**src/lbmc_pkg.sv**
```systemverilog
// Package with constants, register map and state types for the LED mode control block.
`default_nettype none
package lbmc_pkg;

	// ----------------------------------------------------------------
	// Timing
	// ----------------------------------------------------------------
	localparam int unsigned CLK_PERIOD_PS  = 5000;
	localparam int unsigned SS_TIME_MIN_US = 1000;
	localparam int unsigned SS_TIME_US     = 10000;
	localparam int unsigned SS_CYCLES      = SS_TIME_US * 1000 / (CLK_PERIOD_PS / 1000);
	localparam int unsigned TMR_W          = 22;

	// ----------------------------------------------------------------
	// Register map and field layout
	// ----------------------------------------------------------------
	localparam int unsigned ADDR_W         = 12;
	localparam logic [11:0] OFS_CTRL       = 12'h000;
	localparam logic [11:0] OFS_STATUS     = 12'h004;
	localparam logic [11:0] OFS_MARK       = 12'h008;
	localparam int unsigned CTRL_MARK_EN   = 0;
	localparam logic        CTRL_RESET     = 1'b1;
	localparam int unsigned ST_MODE_LSB    = 0;
	localparam int unsigned ST_STATE_LSB   = 4;
	localparam int unsigned ST_FILT_BIT    = 8;
	localparam int unsigned MK_MARK_LSB    = 0;
	localparam int unsigned MK_RULE_LSB    = 4;

	// ----------------------------------------------------------------
	// Strings, synchroniser width
	// ----------------------------------------------------------------
	localparam int unsigned NSTR           = 3;
	localparam int unsigned DROP_W         = 8;
	localparam int unsigned SYNC_W         = 6;
	localparam int unsigned STR_A          = 0;
	localparam int unsigned STR_B          = 1;
	localparam int unsigned STR_F          = 2;

	typedef enum logic [2:0] {
		ST_OFF  = 3'h1,
		ST_SOFT = 3'h2,
		ST_RUN  = 3'h4
	} lbmc_state_t;

	typedef enum logic [3:0] {
		MODE_OFF   = 4'h1,
		MODE_BL    = 4'h2,
		MODE_PREV  = 4'h4,
		MODE_FLASH = 4'h8
	} lbmc_mode_t;

endpackage
`default_nettype wire

```
**src/lbmc_tmr_if.sv**
```systemverilog
// Interface between the mode controller and the shared soft-start and filter timer.
`timescale 1ns/1ps
`default_nettype none
interface lbmc_tmr_if;
	logic restart;
	logic busy;
	logic done;
	modport ctl (output restart, input busy, input done);
	modport tmr (input restart, output busy, output done);
endinterface
`default_nettype wire

```
**src/lbmc_timer.sv**
```systemverilog
// Shared soft-start and PWM filter timer counting clock cycles.
`timescale 1ns/1ps
`default_nettype none
module lbmc_timer
	import lbmc_pkg::*;
#(
	parameter int unsigned CYCLES = SS_CYCLES
) (
	input  wire logic clk,
	input  wire logic rstn,
	lbmc_tmr_if.tmr   t
);
	localparam logic [TMR_W-1:0] LOAD = TMR_W'(CYCLES);
	localparam logic [TMR_W-1:0] ONE  = TMR_W'(1);

	logic [TMR_W-1:0] cnt_reg;
	logic [TMR_W-1:0] cnt_next;

	// ----------------------------------------------------------------
	// Counter
	// ----------------------------------------------------------------
	// A restart reloads the full count even while running, cancelling any wait.
	assign t.busy   = (cnt_reg != '0);
	assign t.done   = (cnt_reg == ONE) & ~t.restart;
	assign cnt_next = t.restart ? LOAD : (t.busy ? cnt_reg - ONE : cnt_reg); // [RULE20]

	// Count register.
	always_ff @(posedge clk or negedge rstn) begin
		if (!rstn) begin
			cnt_reg <= '0;
		end else begin
			cnt_reg <= cnt_next;
		end
	end
endmodule
`default_nettype wire

```
**src/lbmc_top.sv**
```systemverilog
// Mode decode, PWM filter, soft start and open-string mark-off for the LED driver.
//
// How it works
// RULE1 - Both enables low: all three strings off, go toward shutdown.
// RULE2 - Backlight enable alone: both backlight strings driven, flash string off.
// RULE3 - Both enables high: backlight strings under PWM, flash string at preview.
// RULE4 - Steady-low backlight enable: flash mode if flash enable high, else off.
// RULE5 - Enabling starts a soft-start ramp of configurable length, about 1 to 10 ms.
// RULE6 - After soft start the same timer filters PWM with the same length.
// RULE7 - Backlight low pulses shorter than the timer keep everything else running.
// RULE8 - Backlight low longer than the timer counts as steady low.
// RULE9 - Every flash enable edge restarts the timer; following change is immediate. Here only edges in run (or the enabling one) restart it, not in soft start.
// RULE10 - Host toggles flash enable through off for a fast preview-to-flash change.
// RULE11 - Slow path: backlight held low, flash only after one full timer interval.
// RULE12 - Over-voltage on the output sense stops switching.
// RULE13 - Each over-voltage event marks off strings unable to reach regulation.
// RULE14 - Marked strings do not steer the output but keep current regulation.
// RULE15 - Unmarked string with the largest drop governs output regulation.
// RULE16 - Marks persist until shutdown or the next over-voltage evaluation.
// RULE17 - A result marking off every string is ignored.
// RULE18 - Only backlight strings follow PWM; flash string is steady per mode.
// RULE19 - Passing through off cancels the running timer for a quick change.
// RULE20 - Timer is a cycle counter whose terminal count is a parameter.
//
// Design decisions made here: the register addresses and the APB slave port.
`timescale 1ns/1ps
`default_nettype none
module lbmc_top
	import lbmc_pkg::*;
#(
	parameter int unsigned TIMER_CYCLES = SS_CYCLES
) (
	input  wire logic              clk,
	input  wire logic              rstn,
	input  wire logic              enable_backlight,
	input  wire logic              enable_flash,
	input  wire logic              ovp_trip,
	input  wire logic [NSTR-1:0]   string_in_reg,
	input  wire logic [DROP_W-1:0] drop_a,
	input  wire logic [DROP_W-1:0] drop_b,
	input  wire logic [DROP_W-1:0] drop_f,
	output var  logic              backlight_string_a,
	output var  logic              backlight_string_b,
	output var  logic              flash_preview,
	output var  logic              flash_full,
	output var  logic              soft_start_ramp,
	output var  logic              switch_enable,
	output var  logic [NSTR-1:0]   regulation_select,
	input  wire logic              psel,
	input  wire logic              penable,
	input  wire logic              pwrite,
	input  wire logic [ADDR_W-1:0] paddr,
	input  wire logic [31:0]       pwdata,
	output var  logic [31:0]       prdata,
	output var  logic              pready,
	output var  logic              pslverr
);
	// ----------------------------------------------------------------
	// Pin synchronisers
	// ----------------------------------------------------------------
	logic [SYNC_W-1:0] meta_reg;
	logic [SYNC_W-1:0] sync_reg;
	logic [SYNC_W-1:0] last_reg;
	wire  [SYNC_W-1:0] pins = {string_in_reg, ovp_trip, enable_flash, enable_backlight};

	// Two flops per pin, and a third copy for edge detection.
	always_ff @(posedge clk or negedge rstn) begin
		if (!rstn) begin
			meta_reg <= '0;
			sync_reg <= '0;
			last_reg <= '0;
		end else begin
			meta_reg <= pins;
			sync_reg <= meta_reg;
			last_reg <= sync_reg;
		end
	end

	wire            bl_sync  = sync_reg[0];
	wire            fl_sync  = sync_reg[1];
	wire            ovp_sync = sync_reg[2];
	wire [NSTR-1:0] ok_sync  = sync_reg[SYNC_W-1:3];
	wire            bl_fall  = last_reg[0] & ~bl_sync;
	wire            fl_edge  = last_reg[1] ^ fl_sync;
	wire            ovp_rise = ovp_sync & ~last_reg[2];

	// ----------------------------------------------------------------
	// Shared timer
	// ----------------------------------------------------------------
	lbmc_tmr_if tmr_bus ();

	lbmc_timer #(
		.CYCLES (TIMER_CYCLES)
	) u_timer (
		.clk  (clk),
		.rstn (rstn),
		.t    (tmr_bus.tmr)
	);

	// ----------------------------------------------------------------
	// Control state and mode decode
	// ----------------------------------------------------------------
	lbmc_state_t state_reg;
	lbmc_state_t state_next;
	lbmc_mode_t  mode_reg;
	lbmc_mode_t  mode_next;
	logic        bl_hold_reg;
	logic        bl_hold_next;
	logic        ctrl_mark_en_reg;

	wire filt_bl    = bl_sync | bl_hold_reg;
	wire go_off     = ~filt_bl & ~fl_sync;
	wire in_run     = (state_reg == ST_RUN);
	wire start_up   = (state_reg == ST_OFF) & (bl_sync | fl_sync);
	wire hold_drop  = in_run & ~bl_sync & (tmr_bus.done | fl_edge);

	// Timer loads on enabling, then on backlight falls and flash enable edges.
	assign tmr_bus.restart = start_up | (in_run & (bl_fall | fl_edge)); // [RULE5] [RULE6] [RULE9]

	// Held backlight level: set wins, cleared after a full low interval or a flash edge.
	assign bl_hold_next = bl_sync | (bl_hold_reg & ~hold_drop); // [RULE7] [RULE8] [RULE19]

	// State sequence: off, soft-start ramp, then run.
	always_comb begin
		state_next = state_reg;
		unique case (state_reg)
			ST_OFF: begin
				if (start_up) begin
					state_next = ST_SOFT; // [RULE5]
				end
			end
			ST_SOFT: begin
				if (go_off) begin
					state_next = ST_OFF;
				end else if (tmr_bus.done) begin
					state_next = ST_RUN; // [RULE6]
				end
			end
			ST_RUN: begin
				if (go_off) begin
					state_next = ST_OFF; // [RULE1]
				end
			end
			default: begin
				state_next = ST_OFF;
			end
		endcase
	end

	// Mode table over the filtered backlight level and the flash enable.
	always_comb begin
		if (state_next == ST_OFF) begin
			mode_next = MODE_OFF; // [RULE1]
		end else if (filt_bl && fl_sync) begin
			mode_next = MODE_PREV; // [RULE3]
		end else if (filt_bl) begin
			mode_next = MODE_BL; // [RULE2]
		end else if (fl_sync) begin
			mode_next = MODE_FLASH; // [RULE4] [RULE11]
		end else begin
			mode_next = MODE_OFF; // [RULE4]
		end
	end

	// State, mode and hold registers.
	always_ff @(posedge clk or negedge rstn) begin
		if (!rstn) begin
			state_reg   <= ST_OFF;
			mode_reg    <= MODE_OFF;
			bl_hold_reg <= 1'b0;
		end else begin
			state_reg   <= state_next;
			mode_reg    <= mode_next;
			bl_hold_reg <= bl_hold_next;
		end
	end

	// ----------------------------------------------------------------
	// String drive outputs
	// ----------------------------------------------------------------
	wire bl_mode = (mode_next == MODE_BL) | (mode_next == MODE_PREV);

	// Backlight strings follow the raw PWM; the flash string only follows the mode.
	always_ff @(posedge clk or negedge rstn) begin
		if (!rstn) begin
			backlight_string_a <= 1'b0;
			backlight_string_b <= 1'b0;
			flash_preview      <= 1'b0;
			flash_full         <= 1'b0;
			soft_start_ramp    <= 1'b0;
			switch_enable      <= 1'b0;
		end else begin
			backlight_string_a <= bl_mode & bl_sync; // [RULE2] [RULE18]
			backlight_string_b <= bl_mode & bl_sync; // [RULE2] [RULE18]
			flash_preview      <= (mode_next == MODE_PREV); // [RULE3] [RULE18]
			flash_full         <= (mode_next == MODE_FLASH); // [RULE4]
			soft_start_ramp    <= (state_next == ST_SOFT); // [RULE5]
			switch_enable      <= (state_next != ST_OFF) & ~ovp_sync; // [RULE12]
		end
	end

	// ----------------------------------------------------------------
	// Open-string mark-off and ruling string
	// ----------------------------------------------------------------
	logic [NSTR-1:0] mark_reg;
	logic [NSTR-1:0] mark_next;
	logic [NSTR-1:0] rule_next;

	wire [NSTR-1:0] active = {flash_preview | flash_full, backlight_string_b, backlight_string_a};
	wire [NSTR-1:0] eval   = active & ~ok_sync;
	wire            all_mk = (eval == active) & (active != '0);
	wire            do_evl = ovp_rise & ctrl_mark_en_reg & (state_reg != ST_OFF);
	wire [NSTR-1:0] cand   = active & ~mark_reg;

	// Marks are re-evaluated per event, an all-marked result is dropped, off clears.
	assign mark_next = (state_next == ST_OFF) ? '0 :
	                   do_evl ? (all_mk ? '0 : eval) : mark_reg; // [RULE13] [RULE16] [RULE17]

	// Largest drop among unmarked strings picks the regulation input.
	always_comb begin
		rule_next = '0;
		if (cand[STR_A] && (!cand[STR_B] || drop_a >= drop_b)
		    && (!cand[STR_F] || drop_a >= drop_f)) begin
			rule_next[STR_A] = 1'b1; // [RULE15]
		end else if (cand[STR_B] && (!cand[STR_F] || drop_b >= drop_f)) begin
			rule_next[STR_B] = 1'b1; // [RULE15]
		end else if (cand[STR_F]) begin
			rule_next[STR_F] = 1'b1; // [RULE14]
		end
	end

	// Mark and ruling registers; string drive ignores marks so current seeking goes on.
	always_ff @(posedge clk or negedge rstn) begin
		if (!rstn) begin
			mark_reg          <= '0;
			regulation_select <= '0;
		end else begin
			mark_reg          <= mark_next;
			regulation_select <= rule_next; // [RULE14]
		end
	end

	// ----------------------------------------------------------------
	// APB slave
	// ----------------------------------------------------------------
	wire        apb_setup = psel & ~penable;
	wire        apb_acc   = psel & penable;
	wire        sel_ctrl  = (paddr == OFS_CTRL);
	wire        sel_stat  = (paddr == OFS_STATUS);
	wire        sel_mark  = (paddr == OFS_MARK);
	wire        mapped    = sel_ctrl | sel_stat | sel_mark;
	wire [31:0] ctrl_word = 32'(ctrl_mark_en_reg) << CTRL_MARK_EN;
	wire [31:0] stat_word = (32'(mode_reg) << ST_MODE_LSB) | (32'(state_reg) << ST_STATE_LSB)
	                      | (32'(filt_bl) << ST_FILT_BIT);
	wire [31:0] mark_word = (32'(mark_reg) << MK_MARK_LSB)
	                      | (32'(regulation_select) << MK_RULE_LSB);
	wire [31:0] rd_mux    = sel_ctrl ? ctrl_word : sel_stat ? stat_word :
	                        sel_mark ? mark_word : 32'h0000_0000;

	// Zero wait states; unmapped addresses answer with an error.
	assign pready  = 1'b1;
	assign pslverr = apb_acc & ~mapped;

	// Read data captured in the setup phase, control written in the access phase.
	always_ff @(posedge clk or negedge rstn) begin
		if (!rstn) begin
			prdata           <= 32'h0000_0000;
			ctrl_mark_en_reg <= CTRL_RESET;
		end else begin
			if (apb_setup && !pwrite) begin
				prdata <= rd_mux;
			end
			if (apb_acc && pwrite && sel_ctrl) begin
				ctrl_mark_en_reg <= pwdata[CTRL_MARK_EN];
			end
		end
	end
endmodule
`default_nettype wire

```
**config.mk**
```make
export PLATFORM = sky130hd
export DESIGN_NAME = lbmc_top
export DESIGN_NICKNAME = d
export VERILOG_FILES = /design/src/lbmc_pkg.sv /design/src/lbmc_tmr_if.sv /design/src/lbmc_timer.sv /design/src/lbmc_top.sv
export SDC_FILE = /design/constraint.sdc
export NUM_CORES = 1
export LEC_CHECK = 0
export BUFFER_PORTS_ARGS = -buffer_cell sky130_fd_sc_hd__buf_4
export CAP_MARGIN = 20
export CORE_MARGIN = 5
export CORE_UTILIZATION = 31
export DETAILED_ROUTE_END_ITERATION = 12
export PLACE_DENSITY_LB_ADDON = 0.05
export SYNTH_ARGS = -nofsm -noshare
export SYNTH_HDL_FRONTEND = slang
export SYNTH_SLANG_ARGS = --single-unit
```
**constraint.sdc**
```tcl
create_clock -name clk -period 6.2 [get_ports clk]
set_clock_uncertainty 0.1 [all_clocks]
set_input_delay 0.93 -clock clk [delete_from_list [all_inputs] [get_ports clk]]
set_output_delay 0.93 -clock clk [all_outputs]
set_load 0.005 [all_outputs]
```
==> results of run 1 <==
==> cells by family after synthesis <==
kind of cell,Yosys count,synth area share (%)
AO/OA/AOI/OAI,62,12.16
flip-flops,65,45.26
AND/OR/NAND/NOR,136,20.88
adder cells (fa/ha/maj),27,9.378
XOR/XNOR,14,3.404
buffers and inverters,49,7.850
other,2,0.2085
multiplexers,3,0.8684
==> routing by layer <==
metal | up-vias | routed length, µm | GRT usage, %
met5 | - | 0 | 0
met4 | 0 | 137 | 4.588
met3 | 9 | 431 | 3.892
met2 | 55 | 4021 | 19.24
met1 | 1306 | 3681 | 15.44
li1 | 1380 | - | -
==> synthesized netlist by cell type, types with 5 or more instances <==
library cell / count
sky130_fd_sc_hd__dfrtp_1: 62
sky130_fd_sc_hd__nand2_1: 30
sky130_fd_sc_hd__nor2_1: 30
sky130_fd_sc_hd__ha_1: 27
sky130_fd_sc_hd__buf_4: 26
sky130_fd_sc_hd__inv_1: 20
sky130_fd_sc_hd__nor3_1: 18
sky130_fd_sc_hd__o21ai_0: 14
sky130_fd_sc_hd__a21oi_1: 9
sky130_fd_sc_hd__xnor2_1: 9
sky130_fd_sc_hd__nand2b_1: 8
sky130_fd_sc_hd__nor4_1: 7
sky130_fd_sc_hd__or4_1: 7
sky130_fd_sc_hd__a22oi_1: 5
sky130_fd_sc_hd__nand3_1: 5
sky130_fd_sc_hd__o31ai_1: 5
sky130_fd_sc_hd__or3_1: 5
sky130_fd_sc_hd__xor2_1: 5
==> report_power, final <==
part	internal [mW]	switching, mW
Combinational	0.155	0.198
Clock	0.310	0.188
Sequential	0.494	0.0719
Total	0.959	0.458
==> worst paths after layout <==
check,start,to,slack (ps),cells after the start
max,paddr[5],pslverr,2810,5
min,meta_reg[1],sync_reg[1],250,0
max reg2reg,sync_reg[0],bl_hold_reg,3450,4
min reg2reg,meta_reg[1],sync_reg[1],250,0
max in group asynchronous,rstn,u_timer.cnt_reg[0],4860,1
min in group asynchronous,rstn,mark_reg[0],600,1
==> cell type report <==
| class | count | share of cell area, % |
|---|---|---|
| clock buffer | 9 | 5.059 |
| clock inverter | 7 | 1.602 |
| inverter | 20 | 1.686 |
| multi-input combinational | 267 | 39.88 |
| sequential | 65 | 36.62 |
| tap | 143 | 4.019 |
| timing repair buffer | 66 | 11.13 |
==> through the flow <==
step,setup slack (ps),instance area (µm²),cells,power (mW)
after floorplan,3173,3689,381,0.7933
after global placement,2827,4155,561,0.9290
after detailed placement,2783,4155,561,0.9318
after CTS,2785,4452,577,1.445
after global routing,2667,4452,577,1.515
final,2807,4452,577,1.417
==> results, run 1 <==
- The share of the yosys chip area belonging to registers is 45.26%.
- Together, buffers and inverters on the worst path number 2.
- The post-layout minimum cycle time is 3393 ps.
- The core region is 0.01142 mm².
- Row generation in the floorplan step produced 39 rows.
- 0 antenna diodes ended up in the layout.
- CTS placed an instance of sky130_fd_sc_hd__clkbuf_16 at the clock tree root.
- The pin count of the biggest net entering global routing is 66.
- The final number of max-transition violations is 0.
- The run finished with clean final reports.
- The maximum count of clock buffers along a single path is 2.
- The critical path class is input port to output pin.
- The netlist uses 60 different library cells.
- Setup violations remaining at the end of the flow were counted as 0.
- In this run the remaining antenna-violating nets after routing total 0.
- The largest delay contributor family on the critical path is simple AND/OR/NAND/NOR gates.
- The area occupied by registers is around 0.0016 mm².
- The CTS clock-pin slew for the worst setup and hold paths is 50 ps.
- The minimum hold slack is 245.3 ps.
- In the final layout, the multi-input gates occupy ~0.0018 mm².
- For this design the static power due to leakage is 2.030 nW.
- The critical path's slowest cell is sky130_fd_sc_hd__nor4_1.
- The most frequent standard cell in the layout excluding fill and tap cells is sky130_fd_sc_hd__buf_4.
- After detailed routing, the number of remaining DRC violations is 0.
- The via count of the first global-routing pass is 2,759.
- The dominant register cell in the synthesized netlist is sky130_fd_sc_hd__dfrtp_1.
- Setup total negative slack on the finished layout was measured at 0 ps.
- The initial core utilization is a little under a third.
- The post-synthesis sequential element count is 65.
- The wire length of the first global-routing pass is 13,800 µm.
- At the end of routability-driven placement, the weighted congestion stood at 0.7899.
- The number of vias in the routed layout is 2,750.
- The library cells used most frequently in the layout, excluding fill and tap cells, are 66 x sky130_fd_sc_hd__buf_4, 62 x sky130_fd_sc_hd__dfrtp_1, 30 x sky130_fd_sc_hd__nor2_1, 30 x sky130_fd_sc_hd__nand2_1, 27 x sky130_fd_sc_hd__ha_1.
- Measured along the x axis, the die boundary spans 117.8 µm.
- The detail-routed net length per standard cell is 14.34 µm.
- The clock sink count is 65.
- The netlist area before placement is 0.003602 mm².
- Yosys printed 0 warnings.
- Once the clock tree was built, the setup fixing pass inserted 0 buffers.
- For this run, the share of the core covered by cells in the final layout is 38.99%.
- Setup repair after global routing left no endpoint under its margin.
- The signal on the critical path passes through buf_4 -> or4_1 -> nor4_1 -> a21oi_1 -> buf_4.
- In this run the number of H-tree levels came out at 3.
- The number of flip-flops under the largest register name is 22.
- The routed design has roughly 8300 µm of wire.
- The later pin in the worst-skew pair is clocked with a latency of about 330 ps.
- Across the VDD grid, the largest voltage drop is 0.0001719 V.
- The die is 117.8 µm tall.
- In the routed layout, each cell is associated on average with a via count of 4.766.
- For this design the top-level I/O count stands at 122.
- The clock buffer count from CTS is 9.
- The cell that appears most often on the critical path is sky130_fd_sc_hd__buf_4.
- The count of instances resized after the clock tree is built is 0.
- The count of max-cap constraint violations is 0.
- For this run the aggregate overflow at the end of global routing stands at 0.
- The leading area contributor after synthesis is sky130_fd_sc_hd__dfrtp_1.
- The post-cts hold buffer count is 0.
- The ratio of final minimum period to clock period is 54.73%.
- Buffers placed on the I/O ports in this run total 65.
- STA classifies the critical path startpoint as an input port.
- Summed over its instances, the top area cell type makes up 43.07% of the synthesized netlist area.
- After the first detailed-routing iteration, the DRC count stood at 134.
- For this run, the detailed router's first-pass iteration total came to 4.
- The filler cell count is 1,158.
- The worst endpoint required time is a little over 5000 ps.
- After synthesis, the cell types taking the most area are sky130_fd_sc_hd__dfrtp_1 43%, sky130_fd_sc_hd__ha_1 9.4%, sky130_fd_sc_hd__buf_4 5.4%.
- In this run the worst hold path is classified as register to register.
- The global routing usage summed across all routing layers is 12.14%.
- The area of the die is 0.01388 mm².
- The fmax is 0.2947 GHz.
- The data arrival at the endpoint of the critical path is 2360 ps.
- The cell count after synthesis is ~360.
- In this run the tightest slew margin relative to its limit is between 40% and 50%.
- The final HPWL from detailed placement is approximately 6300 µm.
- Dividing total power by cell area gives a power density of 318.3 mW/mm².
- After synthesis, the share of flip-flops with an asynchronous set or reset is 100.0%.
- Cells with a size suffix above 1 make up a little under a quarter of the layout.
- Counting flops with a built-in enable in the synthesized netlist gives 0.
- The final hold violation count is 0.
- The largest fanout of any net on the critical path is 4.
- Averaged over all synthesized cells, the footprint is between 10 and 15 µm².
- The kind of capture point of the worst setup path is an output pin.
- The largest stage delay on the critical path is 520 ps.
- The slew of the pin with the lowest slew margin is 833.6 ps.
- The net count of the finished layout is 535.
- The area overhead of the layout relative to synthesis is 23.58%.
- TritonCTS built the clock tree.
- The initial antenna violation count is 0.
Note: power is estimated with default switching activity, not from simulation.
==> run 2: changes to the inputs <==
clock period = 3.35 ns   (was 6.2 ns; I/O delays follow)
==> results, run 2 (synthesis results as in run 1) <==
- The run finished with clean final reports.
- The worst endpoint required time is 2750 ps.
- The most critical setup path has its startpoint at paddr[5].
- STA puts the critical path data arrival time at 1950 ps.
- Along the worst hold path, the cell count comes to 1.
- Dividing total power by cell area gives a power density of 616.6 mW/mm².
- For the pin with the worst max-slew slack, the measured transition is ~850 ps.
- STA classifies the critical path endpoint as an output pin.
- The count of max-cap constraint violations is 0.
- The repair_antennas step left the layout with diodes totalling 0.
- The x dimension of the die is 117.8 µm.
- The post-cts hold buffer count is 0.
- The remaining antenna violation count is 0.
- Counting buffers and inverters, the worst setup path is 5 cells deep.
- Using the TritonRoute via totals, the vias-per-cell ratio works out to 4.753.
- The congestion estimate from routability-driven global placement came to 0.7911.
- The first global-routing pass estimated 13,850 µm of wire.
- The final number of max-transition violations is 0.
- The cell leakage power is 2.064 nW.
- Across all register-to-register paths, the minimum setup slack is 940 ps.
- In the layout the commonest cells are 68 x sky130_fd_sc_hd__buf_4, 62 x sky130_fd_sc_hd__dfrtp_1, 30 x sky130_fd_sc_hd__nor2_1, 30 x sky130_fd_sc_hd__nand2_1, 27 x sky130_fd_sc_hd__ha_1.
- Among all stages on the critical path, the largest delay is contributed by sky130_fd_sc_hd__nor4_1.
- The first-pass iteration count of the detailed router is 4.
- The final route contains roughly 2,800 vias.
- The relative max-transition margin is 43.35%.
- The number of buffers and inverters on the critical path is 2.
- In this run, CTS created clock tree buffers numbering 9.
- The initialized floorplan defines 39 standard-cell rows.
- In this run the worst hold path is classified as input port to register.
- The overall power consumption is between 2 and 3 mW.
- The region available for standard cell placement spans around 0.011 mm².
- The critical path launch point type is an input port.
- The area overhead of the layout relative to synthesis is 25.32%.
- Clock tree synthesis found a total of 65 sinks.
- The pin count of the biggest net entering global routing is 66.
- The HPWL after detailed placement is 6278 µm.
- The total negative slack for setup checks is 0 ps.
- The count of final setup violators is 0.
- The most frequent standard cell in the layout excluding fill and tap cells is sky130_fd_sc_hd__buf_4.
- The chip height is 117.8 µm.
- In this run, the number of DRC markers left after iteration 0 of detailed routing was 113.
- The critical path ends at pslverr.
- On the worst path, the slowest cell contributes a delay of 540 ps.
- The number of buffers added for setup after CTS is 0.
- In this run the critical register-to-register path is launched from u_timer.cnt_reg[6].
- The aggregate global routing overflow is 0.
- The routed design has 8295 µm of wire.
- Counting along the longest clock path gives a buffer depth of 2.
- Clock latency on the worst-skew pair, taken at its later pin, is 330 ps.
- The TritonCTS clock tree is built.
- Once the clock tree was built, the resizer swapped 0 gates to a different size.
- The number of top-level design ports is 122.
- Setup repair after global routing left no endpoint under its margin.
- The level count of the clock H-tree is 3.
- In this run the worst path has a maximum fanout of 4.
- The net count of the finished layout is 537.
- The fmax is 0.3920 GHz.
- The critical path goes through buf_4 -> or4_1 -> nor4_1 -> a21oi_1 -> buf_4.
- The critical path's most frequent cell is sky130_fd_sc_hd__buf_4.
- Of the cells placed in the final design, the portion with a size suffix greater than 1 is 24.08%.
- Measured in cells, the most critical reg-to-reg path has a length of 4.
- VDD sags by at most between 0.0003 and 0.0004 V.
- The initial antenna violation count is 0.
- The number of flip-flops under the largest register name is 22.
- The via count of the first global-routing pass is 2,763.
- Dividing the detail-routed wire length by the instance count gives approximately 14 µm.
- The minimum hold slack is roughly 180 ps.
- The worst setup path is of the input port to output pin kind.
- The worst reg2reg path endpoint is bl_hold_reg.
- The ratio of final minimum period to clock period is roughly three quarters.
- The cell at the root of the clock tree is sky130_fd_sc_hd__clkbuf_16.
- The initial core utilization is around a third.
- After clock tree synthesis, the clock-pin slew on the worst setup and hold paths is 50 ps.
- The routed design could run at a clock period as short as 2551 ps.
- The post-route DRC violation count is 0.
- The count of buffers added on input and output ports is 65.
- In this design, the largest share of critical-path delay is due to simple AND/OR/NAND/NOR gates.
- The die covers 0.01388 mm².
- Global routing used 12.20% of the available tracks across all layers.
- The final hold violation count came to 0.
## run 2: changes by cell type in the layout (fill, tap and decap cells not counted)
cell and delta:
sky130_fd_sc_hd__buf_4 +2, sky130_fd_sc_hd__clkinv_2 -1, sky130_fd_sc_hd__bufinv_16 +2, sky130_fd_sc_hd__clkinvlp_4 -1
## run 2: worst register-to-register path, cell delays in order, from the launching register on
cell and delay (ps):
sky130_fd_sc_hd__dfrtp_1 420, sky130_fd_sc_hd__nor4_2 570, sky130_fd_sc_hd__nand3_2 330, sky130_fd_sc_hd__or4_4 570, sky130_fd_sc_hd__a221o_1 300
## run 2: layout make-up
class                   instances  area, µm²
clock buffers                   9      225.2
multi-input cells             267       1775
fillers                      1168       6904
clock inverters                 7      118.9
flip-flops and latches         65       1630
repair buffers                 68      510.5
well taps                     143      178.9
inverters                      20      75.07
## run 2: worst min path at each step
stage,startpoint,end,slack [ps]
after floorplan,rstn,backlight_string_b,110
after global routing,enable_flash,meta_reg[1],150
after global placement,meta_reg[1],sync_reg[1],240
after CTS,enable_flash,meta_reg[1],160
after detailed placement,meta_reg[3],sync_reg[3],230
final,enable_backlight,meta_reg[0],180
## run 2: where the power goes
group	internal, mW	switching (mW)
clock	0.726	0.347
combinational	0.294	0.371
sequential	0.915	0.131
## run 2: through the flow
step / setup WS (ps) / utilization (%) / area (µm²) / std cells
floorplan: 1161 / - / 3689 / 381
global placement: 836.7 / 36.52 / 4170 / 563
detailed placement: 790.7 / 36.52 / 4170 / 563
CTS: 787.9 / 39.54 / 4514 / 579
global route: 681.7 / 39.54 / 4514 / 579
finish: 799.2 / 39.54 / 4514 / 579
## run 2: routing by layer
metal	wire (µm)	track usage [%]	vias to the layer above	share of wire, %
met5	0	0	-	0
met2	4166	19.84	55	50
met4	119	4.301	0	1.4
li1	-	-	1381	-
met1	3594	15.16	1306	43
met3	415	3.988	10	5.0
==> run 3: changes to the inputs <==
ABC_AREA = 1   (was unset)
clock period = 2.57 ns   (was 3.35 ns; I/O delays follow)
==> results, run 3 <==
- The run finished with clean final reports.
- The critical path is of the register to register type.
- Of all flip-flops after synthesis, the portion carrying an async set or reset was between 90% and 100%.
- Based on the critical path, the design can be clocked at up to 0.5265 GHz.
- Power spread over the standard cell area amounts to 768.4 mW/mm².
- In this run the mean area of a mapped cell was a little under 8 µm².
- The post-route DRC violation count is 0.
- The routed design could run at a clock period as short as about 1900 ps.
- The congestion estimate from routability-driven global placement came to 0.8321.
- Setup repair after global routing left no endpoint under its margin.
- The synthesized netlist devotes 8.682% of its cell area to adder and majority cells.
- Adding up every negative setup slack in the final design gives 0 ps.
- The remaining antenna violation count is 0.
- The initial core utilization is 31.22%.
- The share of the yosys chip area belonging to registers is 41.90%.
- After synthesis, the most frequently instantiated cells are 105 x sky130_fd_sc_hd__nand2_1, 70 x sky130_fd_sc_hd__nor2_1, 68 x sky130_fd_sc_hd__inv_1.
- The floorplan step defined a die boundary enclosing 0.01489 mm².
- The chip height is ~120 µm.
- After synthesis, the largest family of logic cells by area is simple AND/OR/NAND/NOR gates.
- Measured along the x axis, the die boundary spans 122.0 µm.
- STA classifies the critical path startpoint as a register.
- The net count of the finished layout is 673.
- The worst flop-to-flop path startpoint is u_timer.cnt_reg[0].
- Port buffering added 65 buffers.
- Across all register-to-register paths, the minimum setup slack is 670 ps.
- The final critical-path setup slack is approximately 670 ps.
- The count of max-cap constraint violations is 0.
- Counting the fill cells in the layout gives between 1,000 and 1,500.
- The area overhead of the layout relative to synthesis is 22.96%.
- Power comes to 3.676 mW.
- After Yosys synthesis, and, or, nand and nor cells account for between 20% and 30% of the synthesized area.
- The Yosys step of the flow raised 0 warnings.
- Post-CTS timing repair inserted 0 buffers for setup.
- Yosys attributes the largest share of cell area to sky130_fd_sc_hd__dfrtp_1 40%, sky130_fd_sc_hd__nand2_1 10%, sky130_fd_sc_hd__ha_1 8.7%.
- The total instance count after detailed placement is 728.
- The count of final setup violators is 0.
- The pin count of the biggest net entering global routing is 66.
- The final wirelength is 9309 µm.
- The wire length of the first global-routing pass is between 15,000 and 20,000 µm.
- The worst endpoint required time is between 2000 and 3000 ps.
- The level count of the clock H-tree is 3.
- The wire-length estimate of the detail-placed layout is ~7300 µm.
- The final hold violation count was 0.
- The root buffer cell chosen for the clock tree is sky130_fd_sc_hd__clkbuf_16.
- The cell count after synthesis is 495.
- The number of gates resized after CTS was 0.
- The leading area contributor after synthesis is sky130_fd_sc_hd__dfrtp_1.
- The clock reaches the later pin of the worst-skew pair after about 330 ps.
- 0 antenna diodes ended up in the layout.
- In this run the biggest area consumer among cell types represents approximately two fifths of the synthesized area.
- The data arrival at the endpoint of the critical path is 2040 ps.
- In the layout the commonest cells are 105 x sky130_fd_sc_hd__nand2_1, 70 x sky130_fd_sc_hd__nor2_1, 68 x sky130_fd_sc_hd__inv_1, 68 x sky130_fd_sc_hd__buf_4, 62 x sky130_fd_sc_hd__dfrtp_1.
- The number of hold buffers added after CTS was 0.
- The number of top-level design ports is between 100 and 150.
- The final cell count without fillers is around 740.
- The CTS clock-pin slew for the worst setup and hold paths is around 60 ps.
- The final number of max-transition violations is 0.
- For the worst flop-to-flop path, the logic depth is 7.
- The worst-case IR drop observed on VDD is 0.0003286 V.
- The most common cell in the synthesized netlist is sky130_fd_sc_hd__nand2_1.
- The slew of the pin with the lowest slew margin is 835.4 ps.
- The ratio of cells with drive above 1 in the final layout is 18.01%.
- The via count of the first global-routing pass came to 3,032.
- Across all layers, the routed design uses between 3,000 and 4,000 vias.
- The initial antenna violation count is 0.
- The netlist area before placement is 0.003891 mm².
- In this run the worst path has a maximum fanout of 8.
- Summed over all cells, the static leakage comes to approximately 2.5 nW.
- The first routing iteration left 198 violations.
- OpenSTA, run right after detailed placement, puts the worst setup slack at 697.4 ps.
- The worst hold path belongs to the class input port to async pin.
- The endpoint identified for the worst register-to-register timing path is u_timer.cnt_reg[16].
- The xor and xnor area share after synthesis is around 2.3%.
- The global routing usage summed across all routing layers is 12.93%.
- The count of unique library cells instantiated by Yosys is 37.
- The TritonCTS clock tree is built.
- The post-synthesis sequential element count is 65.
- Headroom to the max-slew limit came out at 44.30%.
- In this run, CTS created clock tree buffers numbering 9.
- STA classifies the critical path endpoint as a register.
- In the routed layout, each cell is associated on average with a via count of 4.266.
- The number of rows in the core area is slightly above 40.
- The most frequent standard cell in the layout excluding fill and tap cells is sky130_fd_sc_hd__nand2_1.
- Counting flops with a built-in enable in the synthesized netlist gives 0.
- The area of the core is 0.01247 mm².
- The number of flip-flops under the largest register name is 22.
- The dominant register cell in the synthesized netlist is sky130_fd_sc_hd__dfrtp_1.
- The share of cell area taken by muxes after synthesis is 0%.
- The detail-routed net length per standard cell is 12.51 µm.
- The ratio of final minimum period to clock period is 73.90%.
- The first-pass iteration count of the detailed router is 4.
- The post-synthesis compound-gate area fraction is under 10%.
- No sink is reached through more buffers than the 2 on the longest clock path.
- Global routing finished with a remaining overflow of 0.
- The clock sink count is 65.
-- run 3: through the flow --
step	hold slack [ps]	area (µm²)	util, %
final	57.80	4785	38.38
after global routing	43.64	4785	38.38
after CTS	48.19	4785	38.38
after detailed placement	234.7	4481	35.94
after global placement	236.9	4481	35.94
after floorplan	-10.09	3978	-
-- run 3: logic make-up (layout without fill, tap and decap cells) --
| logic type | after synthesis | after routing |
|---|---|---|
| xor+xnor | 10 | 10 |
| fa+ha+maj | 27 | 27 |
| simple gates | 241 | 241 |
| buf+inv | 102 | 156 |
| other cells | 2 | 25 |
| compound gates | 48 | 48 |
| flops | 65 | 65 |
-- run 3: per-layer routing --
| layer | global-route usage (%) | wire length, µm |
|---|---|---|
| met4 | 2.311 | 44 |
| met2 | 18.16 | 3752 |
| met1 | 19.69 | 4837 |
| met3 | 3.853 | 673 |
| met5 | 0 | 0 |
-- run 3: power by group --
group	internal, mW	leakage, nW	switching, mW
Clock	0.758	0.139	0.477
Combinational	0.405	1.57	0.684
Sequential	1.21	0.803	0.141
Total	2.37	2.51	1.30
-- run 3: area by class of cell --
class	instances	area [µm²]	share of cell area (%)
clock inverters	7	78.83	1.647
inverters	72	270.3	5.649
well taps	172	215.2	4.498
flip-flops and latches	65	1630	34.07
repair buffers	68	510.5	10.67
multi-input cells	351	1854	38.76
clock buffers	9	225.2	4.707
-- run 3: worst max path at each step --
stage                                   from                   to  slack [ps]  depth (start not counted)
after floorplan           u_timer.cnt_reg[0]  u_timer.cnt_reg[10]         990                         11
after global placement    u_timer.cnt_reg[0]  u_timer.cnt_reg[16]         690                          7
after detailed placement  u_timer.cnt_reg[0]  u_timer.cnt_reg[16]         700                          7
after CTS                 u_timer.cnt_reg[0]  u_timer.cnt_reg[16]         650                          7
after global routing      u_timer.cnt_reg[0]  u_timer.cnt_reg[16]         500                          7
final                     u_timer.cnt_reg[0]  u_timer.cnt_reg[16]         670                          7
-- run 3: critical path: stages, from the launching register on --
cell,delay (ps)
sky130_fd_sc_hd__dfrtp_1,400
sky130_fd_sc_hd__inv_1,210
sky130_fd_sc_hd__ha_1,330
sky130_fd_sc_hd__nand2_1,190
sky130_fd_sc_hd__nor2_1,200
sky130_fd_sc_hd__nand2_1,100
sky130_fd_sc_hd__xor2_1,150
sky130_fd_sc_hd__nor3_1,130
